--- src/tcsm_regs.svh ---
// Purpose: addresses, field positions, reset values and counts of the timer clock/mode front end
// Assumes: 20-bit cpu byte addresses, 16-bit data
// Notes: definitions only
`ifndef TCSM_REGS_SVH
`define TCSM_REGS_SVH

`define TCSM_MODE0_ADDR 20'hf0190
`define TCSM_MODE_LAST_ADDR 20'hf019e
`define TCSM_PSEL_ADDR 20'hf01b6

`define TCSM_MODE_RESET 16'h0000
`define TCSM_PSEL_RESET 8'h00
// unused mode bits 14, 13, 5, 4 hold zero
`define TCSM_MODE_WMASK 16'h9fcf

`define TCSM_CLKA_HI 3
`define TCSM_CLKA_LO 0
`define TCSM_CLKB_HI 7
`define TCSM_CLKB_LO 4

`define TCSM_CKS_BIT 15
`define TCSM_CCS_BIT 12
`define TCSM_LEAD_BIT 11
`define TCSM_TRIG_HI 10
`define TCSM_TRIG_LO 8
`define TCSM_EDGE_HI 7
`define TCSM_EDGE_LO 6
`define TCSM_MD_HI 3
`define TCSM_MD_LO 0

// subsystem clock edges per count pulse, minus one
`define TCSM_FSUB_DIV 2'h3

`endif

--- src/tcsm_pkg.sv ---
// Purpose: types of the timer clock/mode front end
// Assumes: eight channels
// Notes: field decodes are registered in the top module
package tcsm_pkg;

    typedef enum logic [2:0] {
        tcsm_md_interval,
        tcsm_md_capture,
        tcsm_md_event,
        tcsm_md_one_count,
        tcsm_md_capture_one,
        tcsm_md_illegal
    } tcsm_mode_t;

    typedef enum logic [2:0] {
        tcsm_trig_sw_only,
        tcsm_trig_one_edge,
        tcsm_trig_both_edges,
        tcsm_trig_master_irq,
        tcsm_trig_illegal
    } tcsm_trig_t;

    typedef enum logic [1:0] {
        tcsm_edge_fall,
        tcsm_edge_rise,
        tcsm_edge_both_low,
        tcsm_edge_both_high
    } tcsm_edge_t;

    typedef struct packed {
        logic [14:0] cnt;
        logic tick;
    } tcsm_div_state_t;

    typedef struct packed {
        logic [7:0][15:0] mode;
        logic [7:0] psel;
        logic [7:0] pin_s1;
        logic [7:0] pin_s2;
        logic [7:0] pin_prev;
        logic fsub_s1;
        logic fsub_s2;
        logic fsub_prev;
        logic [1:0] fsub_cnt;
        logic fsub_pulse;
        logic [7:0] op_en;
        logic [7:0] cnt_en;
        logic [7:0] count_up;
        logic [7:0] leader;
        tcsm_mode_t [7:0] chan_mode;
        tcsm_trig_t [7:0] trig;
        tcsm_edge_t [7:0] edge_sel;
        logic [15:0] rdata;
    } tcsm_state_t;

endpackage

--- src/tcsm_div_if.sv ---
// Purpose: select and tick between the top module and one prescaler
// Assumes: tick is a one-cycle enable on clk_sys
// Notes: none
interface tcsm_div_if;
    logic [3:0] sel;
    logic tick;
    modport ctrl (output sel, input tick);
    modport div (input sel, output tick);
endinterface

--- src/tcsm_prescaler.sv ---
// Purpose: free-running divider giving a one-cycle tick every 2**sel clocks
// Assumes: sel from the same clock domain
// Notes: tick is registered
module tcsm_prescaler
    import tcsm_pkg::*;
(
    input wire logic clk_sys,
    input wire logic nrst,
    tcsm_div_if.div dv
);
    tcsm_div_state_t st;
    tcsm_div_state_t next_st;
    logic [14:0] mask;

    always_comb begin
        mask = 15'((16'h0001 << dv.sel) - 16'h0001);
        next_st.cnt = st.cnt + 15'h0001;
        next_st.tick = (dv.sel == 4'h0) || ((st.cnt & mask) == mask);
    end

    always_ff @(posedge clk_sys or negedge nrst) begin
        if (!nrst) begin
            st <= '0;
        end else begin
            st <= next_st;
        end
    end

    assign dv.tick = st.tick;
endmodule

--- src/tcsm_top.sv ---
// Purpose: clock select and channel mode registers of an eight-channel timer array
// Assumes: cpu bus with byte write flag, 20-bit byte addresses, pins asynchronous
// Notes: decoded fields and clock enables lag the registers by one cycle
`include "tcsm_regs.svh"
module tcsm_top
    import tcsm_pkg::*;
(
    input wire logic clk_sys,
    input wire logic nrst,
    input wire logic [19:0] cpu_addr,
    input wire logic cpu_wr,
    input wire logic cpu_byte,
    input wire logic [15:0] cpu_wdata,
    input wire logic cpu_rd,
    output logic [15:0] cpu_rdata,
    input wire logic [7:0] channel_input_pin,
    input wire logic fsub_clk,
    input wire logic [7:0] sub_clock_route,
    output logic [7:0] channel_op_clock,
    output logic [7:0] channel_count_clock,
    output logic [7:0] count_up,
    output logic [7:0] group_leader_bit,
    output tcsm_mode_t [7:0] channel_mode_field,
    output tcsm_trig_t [7:0] start_trigger_field,
    output tcsm_edge_t [7:0] edge_select
);
    tcsm_state_t st;
    tcsm_state_t next_st;
    tcsm_div_if shared_clock_a ();
    tcsm_div_if shared_clock_b ();
    logic [19:0] off;
    logic mode_hit;
    logic [2:0] idx;
    logic psel_hit;
    logic fsub_rise;
    logic [7:0] pin_rise;
    logic [7:0] pin_fall;
    logic [7:0] edge_hit;
    logic [15:0] m;

    assign shared_clock_a.sel = st.psel[`TCSM_CLKA_HI:`TCSM_CLKA_LO];
    assign shared_clock_b.sel = st.psel[`TCSM_CLKB_HI:`TCSM_CLKB_LO];

    tcsm_prescaler u_clock_a (
        .clk_sys(clk_sys),
        .nrst(nrst),
        .dv(shared_clock_a)
    );

    tcsm_prescaler u_clock_b (
        .clk_sys(clk_sys),
        .nrst(nrst),
        .dv(shared_clock_b)
    );

    always_comb begin
        next_st = st;
        m = '0;
        edge_hit = '0;
        off = cpu_addr - `TCSM_MODE0_ADDR;
        idx = off[3:1];
        mode_hit = (cpu_addr >= `TCSM_MODE0_ADDR) && (cpu_addr <= `TCSM_MODE_LAST_ADDR)
            && !cpu_addr[0];
        psel_hit = (cpu_addr == `TCSM_PSEL_ADDR);
        // register writes
        if (cpu_wr && psel_hit) begin
            next_st.psel = cpu_wdata[7:0];
        end
        if (cpu_wr && mode_hit && !cpu_byte) begin
            next_st.mode[idx] = cpu_wdata & `TCSM_MODE_WMASK;
        end
        // register reads, unmapped reads give zero
        if (cpu_rd) begin
            next_st.rdata = '0;
            if (psel_hit) begin
                next_st.rdata = {8'h00, st.psel};
            end else if (mode_hit) begin
                next_st.rdata = st.mode[idx];
            end
        end
        // pin and subsystem clock synchronisers
        next_st.pin_s1 = channel_input_pin;
        next_st.pin_s2 = st.pin_s1;
        next_st.fsub_s1 = fsub_clk;
        next_st.fsub_s2 = st.fsub_s1;
        next_st.fsub_prev = st.fsub_s2;
        fsub_rise = st.fsub_s2 && !st.fsub_prev;
        next_st.fsub_pulse = 1'b0;
        if (fsub_rise) begin
            next_st.fsub_cnt = st.fsub_cnt + 2'h1;
            next_st.fsub_pulse = (st.fsub_cnt == `TCSM_FSUB_DIV);
        end
        pin_rise = st.pin_s2 & ~st.pin_prev;
        pin_fall = ~st.pin_s2 & st.pin_prev;
        for (int n = 0; n < 8; n++) begin
            m = st.mode[n];
            next_st.op_en[n] = m[`TCSM_CKS_BIT] ? shared_clock_b.tick
                : shared_clock_a.tick;
            if (st.op_en[n]) begin
                next_st.pin_prev[n] = st.pin_s2[n];
            end
            unique case (st.edge_sel[n])
                tcsm_edge_fall: edge_hit[n] = pin_fall[n];
                tcsm_edge_rise: edge_hit[n] = pin_rise[n];
                tcsm_edge_both_low, tcsm_edge_both_high: edge_hit[n] = pin_rise[n] | pin_fall[n];
            endcase
            if (!m[`TCSM_CCS_BIT]) begin
                next_st.cnt_en[n] = st.op_en[n];
            end else if (sub_clock_route[n]) begin
                next_st.cnt_en[n] = st.fsub_pulse;
            end else begin
                next_st.cnt_en[n] = st.op_en[n] && edge_hit[n];
            end
            next_st.leader[n] = m[`TCSM_LEAD_BIT];
            next_st.edge_sel[n] = tcsm_edge_t'(m[`TCSM_EDGE_HI:`TCSM_EDGE_LO]);
            unique case (m[`TCSM_TRIG_HI:`TCSM_TRIG_LO])
                3'h0: next_st.trig[n] = tcsm_trig_sw_only;
                3'h1: next_st.trig[n] = tcsm_trig_one_edge;
                3'h2: next_st.trig[n] = tcsm_trig_both_edges;
                3'h4: next_st.trig[n] = tcsm_trig_master_irq;
                default: next_st.trig[n] = tcsm_trig_illegal;
            endcase
            unique case (m[`TCSM_MD_HI:`TCSM_MD_LO + 1])
                3'h0: next_st.chan_mode[n] = tcsm_md_interval;
                3'h2: next_st.chan_mode[n] = tcsm_md_capture;
                3'h3: next_st.chan_mode[n] = m[0] ? tcsm_md_illegal : tcsm_md_event;
                3'h4: next_st.chan_mode[n] = tcsm_md_one_count;
                3'h6: next_st.chan_mode[n] = m[0] ? tcsm_md_illegal : tcsm_md_capture_one;
                default: next_st.chan_mode[n] = tcsm_md_illegal;
            endcase
            next_st.count_up[n] = (m[`TCSM_MD_HI:`TCSM_MD_LO + 1] == 3'h2)
                || (m[`TCSM_MD_HI:`TCSM_MD_LO + 1] == 3'h6);
        end
    end

    always_ff @(posedge clk_sys or negedge nrst) begin
        if (!nrst) begin
            st <= '0;
            st.psel <= `TCSM_PSEL_RESET;
            st.mode <= {8{`TCSM_MODE_RESET}};
        end else begin
            st <= next_st;
        end
    end

    assign cpu_rdata = st.rdata;
    assign channel_op_clock = st.op_en;
    assign channel_count_clock = st.cnt_en;
    assign count_up = st.count_up;
    assign group_leader_bit = st.leader;
    assign channel_mode_field = st.chan_mode;
    assign start_trigger_field = st.trig;
    assign edge_select = st.edge_sel;
endmodule

--- config.mk ---
export PLATFORM = sky130hd
export DESIGN_NAME = tcsm_top
export DESIGN_NICKNAME = d
export VERILOG_FILES = /design/src/tcsm_pkg.sv /design/src/tcsm_div_if.sv /design/src/tcsm_prescaler.sv /design/src/tcsm_top.sv
export VERILOG_INCLUDE_DIRS = /design/src
export SDC_FILE = /design/constraint.sdc
export NUM_CORES = 1
export LEC_CHECK = 0
export BUFFER_PORTS_ARGS = -buffer_cell sky130_fd_sc_hd__buf_2
export CORE_MARGIN = 3
export CORE_UTILIZATION = 45
export CTS_CLUSTER_DIAMETER = 100
export DETAILED_ROUTE_END_ITERATION = 10
export PLACE_DENSITY = 0.73
export SLEW_MARGIN = 40
export SYNTH_ARGS = -nofsm -noshare
export SYNTH_HDL_FRONTEND = slang
export SYNTH_SLANG_ARGS = --single-unit
--- constraint.sdc ---
create_clock -name clk_sys -period 3.07 [get_ports clk_sys]
set_clock_uncertainty 0.1 [all_clocks]
set_input_delay 0.307 -clock clk_sys [delete_from_list [all_inputs] [get_ports clk_sys]]
set_output_delay 0.307 -clock clk_sys [all_outputs]
set_load 0.05 [all_outputs]
==> results of run 1 <==
cell families (layout without fill, tap and decap cells):
group / Yosys count / after routing
AO/OA/AOI/OAI: 157 / 157
buffers and inverters: 183 / 294
XOR/XNOR: 45 / 45
adder cells (fa/ha/maj): 29 / 29
multiplexers: 149 / 149
other: 1 / 3
flip-flops: 276 / 276
AND/OR/NAND/NOR: 212 / 212
Yosys cell counts (11+ instances only):
master,number
a21oi_1,33
buf_4,112
clkbuf_1,19
dfrtp_1,276
ha_1,21
inv_1,38
mux2_2,120
mux2i_1,12
nand2_1,55
nand2b_1,33
nand3_1,11
nor2_1,45
nor3_1,22
o21ai_0,40
o22ai_1,20
xnor2_1,35
what timing repair did:
item / CTS / global route
setup buffers: 0 / 0
endpoints found under the hold margin: 99 / 0
endpoints found under the setup margin: 0 / 0
hold buffers: 21 / 0
flip-flops by register name, summed over array words and instances (netlist names), 12 cells and up:
signal / cells
next_st: 31
cpu_rdata: 14
u_clock_b.st: 15
channel_mode_field: 24
u_clock_a.st: 15
st: 83
m: 12
edge_select: 16
start_trigger_field: 24
metrics by stage:
step	instances	area [um^2]
6_report	1537	14300
5_1_grt	1536	14300
4_1_cts	1536	14300
3_5_place_dp	1460	13100
3_3_place_gp	1460	13100
2_1_floorplan	1053	12700
cell type report:
| type | count | area, um^2 | area share |
|---|---|---|---|
| Antenna cell | 1 | 2.50 | 0.000174 |
| Inverter | 38 | 143 | 0.00995 |
| Sequential cell | 276 | 6910 | 0.482 |
| Clock buffer | 45 | 908 | 0.0633 |
| Multi-Input combinational cell | 594 | 4620 | 0.322 |
| Tap cell | 372 | 465 | 0.0325 |
| Timing Repair Buffer | 201 | 1180 | 0.0825 |
| Clock inverter | 10 | 109 | 0.00759 |
worst register-to-register path: cells and delay by family (launching register included):
family	cells	cell delay, ns
and+or+nand+nor	4	1.16
DFF	1	0.52
AOI/OAI and AO/OA	2	0.43
adders and majority gates	1	0.30
report_power, final:
group	switching (mW)	total, mW	internal [mW]
Clock	1.43	3.63	2.20
Sequential	0.0269	3.70	3.68
Combinational	0.231	0.356	0.125
final timing paths:
kind                                        from                     to  depth (start not counted)
setup / recovery           shared_clock_a.sel[3]      u_clock_a.dv.tick                          7
hold / removal                     cpu_wdata[11]                  m[11]                          2
setup reg to reg           shared_clock_a.sel[3]      u_clock_a.dv.tick                          7
hold reg to reg                     next_st[130]                st[130]                          0
max in group asynchronous                   nrst           next_st[130]                          3
min in group asynchronous                   nrst  channel_mode_field[4]                          2
layer usage:
metal,global-route usage,wire (um),vias up
met5,0,14,-
met2,0.297,13100,240
met1,0.270,13000,4090
met4,0.0513,696,4
met3,0.0401,1770,56
li1,-,-,3758
placed cells by master, fill, tap and decap left out, types with 20 or more instances in the layout:
cell type | synthesis | layout
a21oi_1 | 33 | 33
buf_2 | 8 | 164
clkbuf_16 | 0 | 31
dfrtp_1 | 276 | 276
dlygate4sd3_1 | 0 | 21
ha_1 | 21 | 21
inv_1 | 38 | 38
mux2_2 | 120 | 120
nand2_1 | 55 | 55
nand2b_1 | 33 | 33
nor2_1 | 45 | 45
nor3_1 | 22 | 22
o21ai_0 | 40 | 40
o22ai_1 | 20 | 20
xnor2_1 | 35 | 35
==> impl_metrics.tcl, run 1 <==
set metrics [dict create \
    run_status "complete, no violations" \
    postRouteWirelength_mm 28.6 \
    io_buffers 165 \
    worst_setup_hold_path_clk_slew_ns 0.06 \
    critPathRequiredTime_ns 3.44 \
    slew_viol_final 0 \
    tritoncts.num_buffers 30 \
    num_rows 60 \
    detailedRoute.firstPassIterationCount 5 \
    top_level_ports 170 \
    detail_route.drc_violations 0 \
    worst_pin_slew_ns 0.759 \
    initial_utilization 0.463 \
    timing.final.setup_violations 0 \
    dieWidth_um 174 \
    yosys_warnings 0 \
    grt_first_pass_wirelength_mm 46.2 \
    htreeDepth 1 \
    worst-setup-path-type "reg2reg" \
    yosysTopAreaCell "dfrtp_1" \
    synth_top_cell_area_share 0.546 \
    share_of_cell_area_taken_by_muxes_after_synthesis 0.140 \
    ctsRootBufferMaster "clkbuf_16" \
    clock_insertion_delay_worst_skew_ns 0.53 \
    synth_top_flop_cell "dfrtp_1" \
    number_of_antenna_violations_at_the_first_check_in_global_routing 2 \
    synth-xor-area-share 0.0312 \
    synthesized_instance_count 1052 \
    final.setup.tns_ns 0 \
    dpl.hpwl_mm 19.8 \
    finalHoldWorstSlack_ns 0.0365 \
    post-place-ws_ns 0.192 \
    synthSimpleGateAreaFrac 0.0850 \
    synth_seq_area_share 0.546 \
    post_synth_num_cell_types 60 \
    die_h_um 174 \
    critical_path.max_fanout 12 \
    synth_compound_area_frac 0.0819 \
    cts_repair_resize_count 0 \
    timing.critical_path.arrival_ns 2.94 \
    layout-area-overhead-vs-synth_pct 13.4 \
    vdd_ir_drop_max_mv 0.410 \
    clock.fmax_mhz 389 \
    cp.buffers_inverters 0 \
    hold_path.class "in2reg" \
    rsz0062_at_grt "no" \
    cp_max_stage_cell "dfrtp_1" \
    syn_avg_cell_area_um2 12.0 \
    maxSlewHeadroom 0.494 \
    globalplace.congestion 0.910 \
    number_of_flip_flops_and_latches_in_the_synthesized_netlist 276 \
    largest_family_of_logic_cells_by_synthesized_area "multiplexers" \
    globalRouteTotalUtil 0.189 \
    cp-end-kind "flip-flop" \
    static-leakage-power_nw 7.08 \
    worst_slack_ns 0.498 \
    crit_path_cell_trace "nor3_1 -> nand2_1 -> ha_1 -> nor3b_1 -> or4_1 -> a211oi_1 -> a22o_1" \
    synth-adder-area-share 0.0271 \
    detail_route.wl_per_cell_um 18.6 \
    power_density_nw_per_um2 536 \
    die-area_um2 30200 \
    cts_buffer_depth 3 \
    drv_cap 0 \
    worst_path_dominant_cell_family "simple AND/OR/NAND/NOR gates" \
    cts_tree "yes" \
    vias_per_cell 5.30 \
    clock-sinks 276 \
    route.vias.total 8148 \
    design.final.nets 1220 \
    fraction_of_final_layout_cells_with_drive_strength_greater_than_1 0.320 \
    report.power.total_mw 7.69 \
    reg2reg_slack_ns 0.50 \
    synth_enable_flop_cells 0 \
    timing.final.crit_share 0.838 \
    drt_iter0_drc 870 \
    layout.core_utilization 0.525 \
    start_kind "flip-flop" \
    pin_count_of_the_biggest_net_entering_global_routing 79 \
    max_stage_delay_ns 0.52 \
    synthesis.area_um2 12700 \
    finalWorstPathRequiredPeriod_ns 2.57 \
    vias_in_the_first_global_route 8326 \
    yosys-top-cells-area "dfrtp_1, mux2_2, buf_4" \
    num-fill-cells 2360 \
    design.core.area_um2 27300 \
    postRouteAntennaNets 0 \
    overflow 0 \
    synthArstFlopShare 1.00 \
    final_hold_viol_count 0 \
]
No activity file was read; power rests on OpenSTA's default activity.
==> run 2, diff against run 1 <==
PLACE_DENSITY = 0.75   (was 0.73)
clock period = 2.3 ns   (was 3.07 ns; I/O delays follow)
==> run 2 against run 1 <==
  * Die area is the same
  * First-iteration DRC count shrank 16%
  * Maximum frequency increased by 14%
  * Largest cell class unchanged
  * Non-clock buffer count up 50
  * Clock power grew 36%
  * Critical path type unchanged
  * Combinational power rose by 43%
  * Largest power group unchanged
  * Worst hold slack lost 0.0051 ns
  * Critical endpoint unchanged
==> impl_metrics.tcl, run 2 (same netlist as run 1, synthesis figures left out) <==
set metrics [dict create \
    worst_pin_slew_ns 0.770 \
    route.met3.wl_mm 2.18 \
    worstSetupEndpoint "u_clock_a.dv.tick" \
    hold_path.class "in2reg" \
    postRouteAntennaNets 0 \
    place.detailed.instances 1500 \
    die_h_um 174 \
    num_rows 60 \
    postCtsSetupBuffers 0 \
    n_antenna_cell 0 \
    postRouteWirelength_mm 29.5 \
    design.core.area_um2 27300 \
    drv_cap 0 \
    tritoncts.num_buffers 29 \
    critPathRequiredTime_ns 2.68 \
    cp.buffers_inverters 0 \
    fraction_of_final_layout_cells_with_drive_strength_greater_than_1 0.343 \
    wl_met1_mm 12.9 \
    worst_reg2reg_startpoint "shared_clock_a.sel[1]" \
    detailedRoute.firstPassIterationCount 5 \
    clock-sinks 276 \
    critPathLaunch "shared_clock_a.sel[1]" \
    initial_utilization 0.463 \
    io_buffers 165 \
    max_stage_delay_ns 0.52 \
    slew_viol_final 0 \
    timing.final.crit_share 0.979 \
    timing.final.setup_violations 0 \
    pin_count_of_the_biggest_net_entering_global_routing 69 \
    regMostFlops "st" \
    placed_cell_area_um2 13400 \
    stdcell_area_um2 14800 \
    detail_route.drc_violations 0 \
    vias_in_the_first_global_route 8593 \
    drt_iter0_drc 734 \
    crit_path_cell_trace "nor3_4 -> nand2_1 -> ha_1 -> nor3b_1 -> or4_1 -> a211oi_2 -> a22o_1" \
    grt_first_pass_wirelength_mm 47.4 \
    worst_slack_ns 0.0478 \
    run_status "complete, no violations" \
    globalplace.congestion 0.895 \
    finalHoldWorstSlack_ns 0.0314 \
    power_density_nw_per_um2 702 \
    finalWorstPathRequiredPeriod_ns 2.25 \
    timing.critical_path.arrival_ns 2.63 \
    cp_max_stage_cell "or4_1" \
    clock_insertion_delay_worst_skew_ns 0.54 \
    critical_path.max_fanout 4 \
    layout-area-overhead-vs-synth_pct 16.9 \
    destination_of_the_worst_register_to_register_timing_path "u_clock_a.dv.tick" \
    worst-setup-path-type "reg2reg" \
    worst_setup_hold_path_clk_slew_ns 0.07 \
    route.vias.total 8429 \
    crit_cells 7 \
    largest_register_ffs 83 \
    post-place-ws_ns -0.381 \
    dieWidth_um 174 \
    overflow 0 \
    vdd_ir_drop_max_mv 0.488 \
    cts_tree "yes" \
    post_layout_nonfiller_instances 1585 \
    register_area_um2 6910 \
    most_frequent_standard_cell_in_the_layout_excluding_fill_and_tap_cells "dfrtp_1" \
    dr_wl_met2_mm 13.8 \
    worstRegToRegCells 7 \
    cp-end-kind "flip-flop" \
    static-leakage-power_nw 7.33 \
    final_cell_mix "dfrtp_1, buf_2, mux2_2" \
    design.final.nets 1269 \
    start_kind "flip-flop" \
    hold-path-cell-count 2 \
    final_hold_viol_count 0 \
    maxUsedRoutingLayer "met5" \
    maxSlewHeadroom 0.486 \
    ctsRootBufferMaster "clkbuf_16" \
    dpl.hpwl_mm 21.0 \
    detail_route.wl_per_cell_um 18.6 \
    worst_path_dominant_cell_family "simple AND/OR/NAND/NOR gates" \
    vias_per_cell 5.32 \
    num-fill-cells 2338 \
    htreeDepth 1 \
    reg2reg_slack_ns 0.05 \
    cts_buffer_depth 3 \
    globalRouteTotalUtil 0.195 \
    clock.fmax_mhz 444 \
    number_of_antenna_violations_at_the_first_check_in_global_routing 1 \
    report.power.total_mw 10.4 \
    multiInputGateArea_um2 4650 \
    top_level_ports 170 \
    die-area_um2 30200 \
]
-- run 2: cell types whose count changed in the layout (fill, tap and decap cells not counted), sizes merged --
cell	change
bufinv	+2
dlygate4sd3	+10
diode	-1
clkinv	+1
inv	+1
buf	+40
clkbuf	-4
clkinvlp	-1
-- run 2: routing by layer --
metal / up-vias / global-route usage
li1: 3848 / -
met1: 4190 / 0.272
met2: 338 / 0.317
met3: 51 / 0.0372
met4: 2 / 0.0449
met5: - / 0
-- run 2: timing repair --
item / CTS / global route
hold buffers: 31 / 0
setup endpoints to repair: 0 / 2
gates resized for setup: 0 / 3
hold endpoints to repair: 170 / 0
-- run 2: where the power goes --
part	internal (mW)	switching (mW)	total (mW)	leakage, nW
clock network	3.02	1.91	4.92	0.508
registers	4.91	0.0379	4.95	3.66
logic	0.192	0.317	0.509	3.16
-- run 2: worst min-delay path by stage --
| stage | slack, ns | start | to |
|---|---|---|---|
| detailed placement | 0.14 | nrst | u_clock_a.st[6] |
| floorplan | -0.17 | nrst | channel_count_clock[0] |
| finish | 0.03 | cpu_wdata[3] | shared_clock_a.sel[3] |
| global placement | 0.13 | nrst | count_up[3] |
| CTS | 0.03 | cpu_wdata[3] | shared_clock_a.sel[3] |
| global route | 0.04 | cpu_wdata[3] | m[3] |
-- run 2: area by class of cell --
cell class / instances / share of cell area
well taps: 372 / 0.0315
repair buffers: 251 / 0.108
clock inverters: 13 / 0.0116
multi-input cells: 594 / 0.315
inverters: 38 / 0.00965
flip-flops and latches: 276 / 0.467
clock buffers: 41 / 0.0575
-- run 2: through the flow --
stage	setup TNS (ns)	util
6_report	0	0.541
5_1_grt	-0.0575	0.541
3_5_place_dp	-23.38	0.492
4_1_cts	0	0.541
3_3_place_gp	-19.60	0.492
2_1_floorplan	-0.549	-
